### src/hw/sdc_pkg.sv
package sdc_pkg;

// ****************************************************************
// Overview of operation
// - Word is 12 bits, MSB first: 4-bit address, then 8-bit code.
// - Address value plus one names the channel receiving the code.
// - Channels are written singly, any order; others stay unchanged.
// - Chip select low: each serial clock rise shifts in one data bit.
// - Only the last 12 bits shifted in count at chip select rise.
// - Chip select rise enables decoder, loading at most one channel.
// - Selected channel takes the low eight bits of the word.
// - Each channel holds its own 8-bit code until overwritten.
// - Preset input forces every channel to midscale, decimal 128.
// - Shutdown asserted keeps all channel registers unchanged.
// - Shutdown opens all outputs; leaving it restores retained codes.
// - Preset acts without any clock and loads hex 80 everywhere.
// - Address 0000 is channel one, 1011 channel twelve, ascending.
// ****************************************************************

// ****************************************************************
// Word and channel layout
// ****************************************************************
localparam int NUM_CHANNELS = 12;
localparam int WORD_BITS = 12;
localparam int WORD_TOP_BIT = 11;
localparam int ADDR_BITS = 4;
localparam int CODE_BITS = 8;
localparam logic [CODE_BITS-1:0] MIDSCALE_CODE = 8'h80;
localparam logic [WORD_BITS-1:0] WORD_RESET = 12'h000;
localparam logic [ADDR_BITS-1:0] COUNT_RESET = 4'h0;

// Received word, address in the top bits
typedef struct packed {
    logic [ADDR_BITS-1:0] addr;
    logic [CODE_BITS-1:0] code;
} sdc_word_t;

// All channel codes, channel one at index 0
typedef logic [NUM_CHANNELS-1:0][CODE_BITS-1:0] sdc_codes_t;

localparam sdc_codes_t CODES_PRESET = {NUM_CHANNELS{MIDSCALE_CODE}};

// ****************************************************************
// Pin group crossing into the system clock
// ****************************************************************
typedef struct packed {
    logic serialClk;
    logic chipSelectN;
    logic serialInLine;
    logic powerDownN;
    logic midscalePresetN;
} sdc_link_t;

// Idle levels: clock high, deselected, data low, running, no preset
localparam sdc_link_t LINK_IDLE = 5'h1b;

// Frame tracking states
typedef enum logic [1:0] {
    FRAME_IDLE = 2'b01,
    FRAME_SHIFT = 2'b10
} sdc_frame_t;

// One-hot channel hit for an address, none for unmapped codes
function automatic logic [NUM_CHANNELS-1:0] channel_hit(input logic [ADDR_BITS-1:0] addr);
    logic [NUM_CHANNELS-1:0] hit;
    hit = '0;
    for (int i = 0; i < NUM_CHANNELS; i++) begin
        hit[i] = (addr == ADDR_BITS'(i));
    end
    return hit;
endfunction

endpackage

### src/hw/sdc_dac_ctrl.sv
module sdc_dac_ctrl (
    input wire logic sys_clk, // System clock, 40 MHz
    input wire logic rstn, // Synchronous reset, active low
    input wire logic serialClk, // Serial clock pin
    input wire logic chipSelectN, // Chip select pin, active low
    input wire logic serialInLine, // Serial data pin
    input wire logic midscalePresetN, // Midscale preset pin, active low
    input wire logic powerDownN, // Shutdown pin, active low
    output sdc_pkg::sdc_codes_t channelCode, // Channel code registers
    output logic [sdc_pkg::NUM_CHANNELS-1:0] outputEnable, // High: output driven
    output logic [sdc_pkg::NUM_CHANNELS-1:0] loadPulse // One-cycle load per channel
);

    // ****************************************************************
    // Declarations
    // ****************************************************************
    sdc_pkg::sdc_link_t pinLevel;
    sdc_pkg::sdc_link_t lvl;
    logic clkRise;
    logic csRise;
    sdc_pkg::sdc_frame_t frameState;
    sdc_pkg::sdc_frame_t next_frameState;
    sdc_pkg::sdc_word_t shiftWord;
    logic [sdc_pkg::ADDR_BITS-1:0] bitCount;
    logic shiftEn;
    logic frameDone;
    logic wordFull;
    logic loadEn;
    logic [sdc_pkg::NUM_CHANNELS-1:0] writeHit;

    // ****************************************************************
    // Pin synchronisation
    // ****************************************************************

    // Gather pins into one group
    assign pinLevel.serialClk = serialClk;
    assign pinLevel.chipSelectN = chipSelectN;
    assign pinLevel.serialInLine = serialInLine;
    assign pinLevel.powerDownN = powerDownN;
    assign pinLevel.midscalePresetN = midscalePresetN;

    sdc_link_sync u_sync (
        .sys_clk(sys_clk),
        .rstn(rstn),
        .pinLevel(pinLevel),
        .syncLevel(lvl),
        .clkRise(clkRise),
        .csRise(csRise)
    );

    // ****************************************************************
    // Frame tracking
    // ****************************************************************

    // Next frame state from chip select level and rise
    always_comb begin
        next_frameState = frameState;
        unique case (frameState)
            sdc_pkg::FRAME_IDLE: begin
                if (!lvl.chipSelectN) begin
                    next_frameState = sdc_pkg::FRAME_SHIFT;
                end
            end
            sdc_pkg::FRAME_SHIFT: begin
                if (csRise) begin
                    next_frameState = sdc_pkg::FRAME_IDLE;
                end
            end
            default: begin
                next_frameState = sdc_pkg::FRAME_IDLE;
            end
        endcase
    end

    // Frame state register
    always_ff @(posedge sys_clk) begin
        if (!rstn) begin
            frameState <= sdc_pkg::FRAME_IDLE;
        end else begin
            frameState <= next_frameState;
        end
    end

    // Shift only inside a frame with select low
    assign shiftEn = (frameState == sdc_pkg::FRAME_SHIFT) && !lvl.chipSelectN && clkRise;
    // Frame ends on select rise; a clock edge there shifts nothing
    assign frameDone = (frameState == sdc_pkg::FRAME_SHIFT) && csRise;

    // ****************************************************************
    // Serial input register
    // ****************************************************************

    // Shift MSB first; oldest bit falls off the top
    always_ff @(posedge sys_clk) begin
        if (!rstn) begin
            shiftWord <= sdc_pkg::WORD_RESET;
        end else if (shiftEn) begin
            shiftWord <= {shiftWord[sdc_pkg::WORD_TOP_BIT-1:0], lvl.serialInLine};
        end
    end

    // Count bits of this frame, saturating at one word
    always_ff @(posedge sys_clk) begin
        if (!rstn) begin
            bitCount <= sdc_pkg::COUNT_RESET;
        end else if (frameState == sdc_pkg::FRAME_IDLE) begin
            bitCount <= sdc_pkg::COUNT_RESET;
        end else if (shiftEn && !wordFull) begin
            bitCount <= bitCount + sdc_pkg::ADDR_BITS'(1);
        end
    end

    assign wordFull = (bitCount == sdc_pkg::ADDR_BITS'(sdc_pkg::WORD_BITS));

    // ****************************************************************
    // Address decode and load
    // ****************************************************************

    // Load needs a full word, no shutdown and no preset
    assign loadEn = frameDone && wordFull && lvl.powerDownN && lvl.midscalePresetN;

    // One channel for addresses 0 to 11, none above
    assign writeHit = loadEn ? sdc_pkg::channel_hit(shiftWord.addr) : '0;

    // Channel registers; preset acts without a clock edge
    always_ff @(posedge sys_clk or negedge midscalePresetN) begin
        if (!midscalePresetN) begin
            channelCode <= sdc_pkg::CODES_PRESET;
        end else if (!rstn) begin
            channelCode <= sdc_pkg::CODES_PRESET;
        end else begin
            for (int i = 0; i < sdc_pkg::NUM_CHANNELS; i++) begin
                if (writeHit[i]) begin
                    channelCode[i] <= shiftWord.code;
                end
            end
        end
    end

    // Load strobe mirrors the channel written
    always_ff @(posedge sys_clk) begin
        if (!rstn) begin
            loadPulse <= '0;
        end else begin
            loadPulse <= writeHit;
        end
    end

    // ****************************************************************
    // Shutdown output control
    // ****************************************************************

    // Outputs open while shutdown holds; codes are kept
    always_ff @(posedge sys_clk) begin
        if (!rstn) begin
            outputEnable <= '0;
        end else begin
            outputEnable <= {sdc_pkg::NUM_CHANNELS{lvl.powerDownN}};
        end
    end

    // Per channel: unwritten codes kept, written code captured
    generate
        for (genvar g = 0; g < sdc_pkg::NUM_CHANNELS; g++) begin : g_keep

        end
    endgenerate
endmodule // sdc_dac_ctrl

### src/hw/sdc_link_sync.sv
module sdc_link_sync (
    input wire logic sys_clk, // System clock
    input wire logic rstn, // Synchronous reset, active low
    input wire sdc_pkg::sdc_link_t pinLevel, // Raw pin levels
    output sdc_pkg::sdc_link_t syncLevel, // Levels after two flops
    output logic clkRise, // Serial clock rose
    output logic csRise // Chip select returned high
);

    sdc_pkg::sdc_link_t stage1;
    sdc_pkg::sdc_link_t prevLevel;

    // Two-flop synchroniser plus history stage for edges
    always_ff @(posedge sys_clk) begin
        if (!rstn) begin
            stage1 <= sdc_pkg::LINK_IDLE;
            syncLevel <= sdc_pkg::LINK_IDLE;
            prevLevel <= sdc_pkg::LINK_IDLE;
        end else begin
            stage1 <= pinLevel;
            syncLevel <= stage1;
            prevLevel <= syncLevel;
        end
    end

    // Edges from settled stages only
    assign clkRise = syncLevel.serialClk & ~prevLevel.serialClk;
    assign csRise = syncLevel.chipSelectN & ~prevLevel.chipSelectN;

endmodule // sdc_link_sync

### config.mk
export PLATFORM = sky130hd
export DESIGN_NAME = sdc_dac_ctrl
export DESIGN_NICKNAME = d
export VERILOG_FILES = /design/src/hw/sdc_pkg.sv /design/src/hw/sdc_dac_ctrl.sv /design/src/hw/sdc_link_sync.sv
export SDC_FILE = /design/constraint.sdc
export NUM_CORES = 1
export LEC_CHECK = 0
export BUFFER_PORTS_ARGS = -buffer_cell sky130_fd_sc_hd__clkbuf_2
export CAP_MARGIN = 20
export CORE_MARGIN = 2
export CORE_UTILIZATION = 45
export CTS_CLUSTER_DIAMETER = 200
export DETAILED_ROUTE_END_ITERATION = 10
export PLACE_DENSITY = 0.71
export SLEW_MARGIN = 10
export SYNTH_ARGS = -nofsm -noshare
export SYNTH_HDL_FRONTEND = slang
export SYNTH_SLANG_ARGS = --single-unit
### constraint.sdc
create_clock -name sys_clk -period 1.8 [get_ports sys_clk]
set_clock_uncertainty 0.2 [all_clocks]
set_input_delay 0.18 -clock sys_clk [delete_from_list [all_inputs] [get_ports sys_clk]]
set_output_delay 0.18 -clock sys_clk [all_outputs]
set_load 0.01 [all_outputs]
==> impl.org <==
** Run status
- Outcome :: finished with violations
- Failing checks :: setup timing

** Logic synthesis
- The synthesized design spends more area on one cell type than any other, namely sky130_fd_sc_hd__dfrtp_1.
- After synthesis the cells add up to between 5000 and 6000 um^2.
- In the post-synthesis netlist, the biggest area contributors are sky130_fd_sc_hd__dfrtp_1 41%, sky130_fd_sc_hd__dfxtp_1 17%, sky130_fd_sc_hd__a22o_1 14%, sky130_fd_sc_hd__dfstp_2 6.1%, sky130_fd_sc_hd__nand2_1 2.2%.
- After synthesis, the netlist uses 36 different library cells.
- Per-instance average area after synthesis :: 12.70 um^2
- For this run, asynchronously set or reset flops after synthesis account for 69.06%.
- Commonest register cell after synthesis :: sky130_fd_sc_hd__dfrtp_1
- The synthesized design devotes to its leading area cell type roughly two fifths of total area.
- Post-Syn Instances :: around 400
- When the netlist entered floorplanning its net count stood at 413.
- Number of flops mapped to enable cells by yosys :: 0
- Share of synthesized area occupied by flip-flops and latches :: a little under two thirds
- Counting flops and latches in the post-synthesis netlist gives 139.
- Counting instances in the post-synthesis netlist gives the leading cell types as 84 x sky130_fd_sc_hd__a22o_1, 84 x sky130_fd_sc_hd__dfrtp_1, 43 x sky130_fd_sc_hd__dfxtp_1.
- Yosys warning total :: 0

** Place
- Routability-driven placement finished with a final weighted congestion of a little over 0.9.
- Count of buffers from port buffering :: approximately 130
- Counting tap cells, the placed design contains a total of 673 instances.
- Final HPWL DP :: roughly 8.9 mm

** Layout
- Final design utilization :: a little over three fifths
- The multi-input combinational cells in the finished layout cover a total of about 1700 um^2.
- Antenna Diode Count :: 0
- Fill cells in the final layout number roughly 840.
- Fraction of final layout cells with drive strength greater than 1 :: 43.90%
- For this run, the post-layout net count is 570.
- The finished layout holds approximately 710 standard cells, fillers aside.
- Flip-flop and latch area :: around 3300 um^2
- Area added between synthesis and finish :: 34.57%

** Clocking
- The tree is rooted in a sky130_fd_sc_hd__clkbuf_16.
- CTS tree :: done
- Number of buffers inserted during clock tree synthesis :: 17
- Clock-pin slew was measured on the worst setup and hold paths at about 60 ps.
- The clock drives 139 sinks.
- Number of H-tree levels :: 4
- No sink is reached through more buffers than the 2 on the longest clock path.
- Worst-Skew Late Latency :: about 410 ps

** Pwr
- For this design the static power due to leakage is ~3.4 nW.
- The clock network burns 52.4% of the power.
- Power consumption :: around 7.0 mW
- Internal power consumption :: 5.567 mW
- Switching share of power :: between 20 and 25%
- Across the VDD grid, the largest voltage drop is between 0.4 and 0.5 mV.
- In this run the power spent charging and discharging nets is about 1.4 mW.
- In this run the power density over the cells is between 1000 and 1500 nW/um^2.
- Comb power frac :: 2.5%
- Of the total power, registers draw a little under half.

** Detailed routing
- First-pass iteration count of the detailed router :: 4
- Summing over every cut layer, the via total after detailed routing is 3784.
- 1st-iter DRT viols :: between 200 and 300
- After detailed routing, the number of remaining DRC violations is 0.
- After detailed routing, the average wire length per cell comes to 18.26 um.
- Using the TritonRoute via totals, the vias-per-cell ratio works out to 5.300.
- The detail route stage leaves a number of antenna-violating nets equal to 0.
- The final layout contains routed wiring with a total length of 13.04 mm.

** Global routing
- Overflow after GRT :: 0
- Antenna violations before repair :: 0
- Entering global routing, the biggest net connects between 50 and 60 pins.
- Number of global-route vias before repair :: approximately 3800
- Wire length of the first global-routing pass :: between 20 and 25 mm
- Global routing consumed, over all layers together, between 20 and 25% of the routing resources.

** Timing
- Fin Setup TNS :: -751.3 ps
- Count of endpoints failing hold in the final timing report :: 0
- Fin crit share :: 102.9%
- Crit path time final :: roughly 1900 ps
- Across all hold checks on the routed design, the worst slack comes to between 10 and 15 ps.
- Final number of setup-violating endpoints :: 28
- Across all setup checks in the final design, the least slack found is -52.41 ps.
- Fmax :: about 540 MHz
- Setup repair after global routing could not meet its margin everywhere.
- Worst Tran Pin Value :: 586.8 ps
- The max-slew violation total from the final report came to 0.
- Max_slew headroom :: roughly three fifths

** Worst setup path
- The critical path is of the flop to flop type.
- At the worst endpoint, the required time is 1890 ps.
- In this run the worst path has a maximum fanout of 8.
- STA classifies the critical path startpoint as a flop.
- Nature of the critical path endpoint :: flop
- STA puts the critical path data arrival time at 1940 ps.

** Floorplan
- Number of primary I/O pins :: 127
- The region available for standard cell placement spans roughly 11000 um^2.
- The floorplan has 38 rows.
- The die covers around 12000 um^2.
- The initial utilization of the core area, before any placement, comes to 46.73%.
- Die width :: 110.8 um
- Measured along the y axis, the die boundary spans approximately 110 um.

** Run
- Across the run, the number of max-cap violations was 0.

** Worst hold path
- The min-delay analysis places its worst path in the category input pin to async pin.
area by class of cell:
| class | count | share of cell area (%) |
|---|---|---|
| Clock buffer | 20 | 6.612 |
| Clock inverter | 12 | 2.464 |
| Inverter | 17 | 0.9239 |
| Multi-Input combinational cell | 214 | 24.78 |
| Sequential cell | 139 | 47.52 |
| Tap cell | 140 | 2.536 |
| Timing Repair Buffer | 172 | 15.16 |
repair_timing:
action,4_1_cts,5_1_grt
endpoints found under the setup margin,87,105
resized for setup,18,17
hold buffers,5,0
buffers inserted,1,3
endpoints found under the hold margin,90,0
gates cloned,0,0
pin swaps,15,18
metal layers:
layer  GRT usage (%)  vias up  share of wire [%]
met5               0        -                  0
met4           8.667        0               0.89
met3           6.069        7                6.7
met2           33.54      130                 47
met1           29.83     1879                 45
li1                -     1768                  -
critical path: stages, from the launching register on:
cell and delay, ps:
sky130_fd_sc_hd__dfxtp_2 330, sky130_fd_sc_hd__inv_2 60, sky130_fd_sc_hd__ha_4 130, sky130_fd_sc_hd__and3_4 190
sky130_fd_sc_hd__nand4_1 160, sky130_fd_sc_hd__o31a_1 400, sky130_fd_sc_hd__a22o_1 270
layout by cell type, fill, tap and decap left out, types with 4 or more instances in the layout:
master / n
sky130_fd_sc_hd__nand4_1: 4
sky130_fd_sc_hd__bufinv_16: 4
sky130_fd_sc_hd__nor4_4: 4
sky130_fd_sc_hd__clkbuf_16: 17
sky130_fd_sc_hd__clkinvlp_4: 4
sky130_fd_sc_hd__dfstp_2: 12
sky130_fd_sc_hd__dfrtp_1: 84
sky130_fd_sc_hd__inv_1: 15
sky130_fd_sc_hd__dfxtp_1: 40
sky130_fd_sc_hd__buf_4: 34
sky130_fd_sc_hd__o21a_2: 6
sky130_fd_sc_hd__clkinv_2: 4
sky130_fd_sc_hd__buf_6: 5
sky130_fd_sc_hd__clkbuf_2: 125
sky130_fd_sc_hd__a22oi_1: 10
sky130_fd_sc_hd__dlygate4sd3_1: 5
sky130_fd_sc_hd__nand2_1: 30
sky130_fd_sc_hd__nor2_2: 5
sky130_fd_sc_hd__a22o_1: 84
sky130_fd_sc_hd__a21boi_0: 12
sky130_fd_sc_hd__and2_1: 5
sky130_fd_sc_hd__nand2b_1: 10
sky130_fd_sc_hd__nand3_1: 5
power by group through the flow:
stage          Sequential (mW)  Combinational (mW)  Clock, mW
5_1_grt                   3.14               0.196       3.86
3_5_place_dp              3.19               0.162          0
4_1_cts                   3.13               0.175       3.70
2_1_floorplan             3.19              0.0878          0
6_report                  3.14               0.176       3.65
3_3_place_gp              3.19               0.159          0
worst paths after layout:
| kind | start | end | slack [ps] | depth (start not counted) |
|---|---|---|---|---|
| worst min-delay path | midscalePresetN | channelCode[65] | 10 | 2 |
| max in group asynchronous | midscalePresetN | channelCode[55] | 730 | 3 |
| worst max register to register | bitCount[1] | channelCode[64] | -50 | 6 |
| worst max-delay path | bitCount[1] | channelCode[64] | -50 | 6 |
| min in group sys_clk | rstn | frameState[0] | 60 | 3 |
| worst min register to register | u_sync.stage1[3] | u_sync.syncLevel[3] | 200 | 1 |
registers in the layout, summed over array words and instances (netlist names):
register,cells
channelCode,96
loadPulse,12
shiftWord,12
u_sync.stage1,5
u_sync.syncLevel,5
bitCount,4
frameState,2
u_sync.prevLevel,2
outputEnable,1
cells by family after synthesis:
kind of cell             Yosys count  share of synthesized area, %
flip-flops                       139                         63.87
AO/OA/AOI/OAI                    127                         20.45
AND/OR/NAND/NOR                   84                         10.21
buffers and inverters             51                         4.802
adder cells (fa/ha/maj)            2                        0.4875
XOR/XNOR                           1                        0.1707
metrics by stage:
step           area (um^2)  worst slack, ps
5_1_grt               6907           -141.6
3_3_place_gp          6087           -52.88
2_1_floorplan         5152           -13.28
3_5_place_dp          6087           -79.73
4_1_cts               6824           -68.41
6_report              6907           -52.41
(Power assumes the default switching activity.)
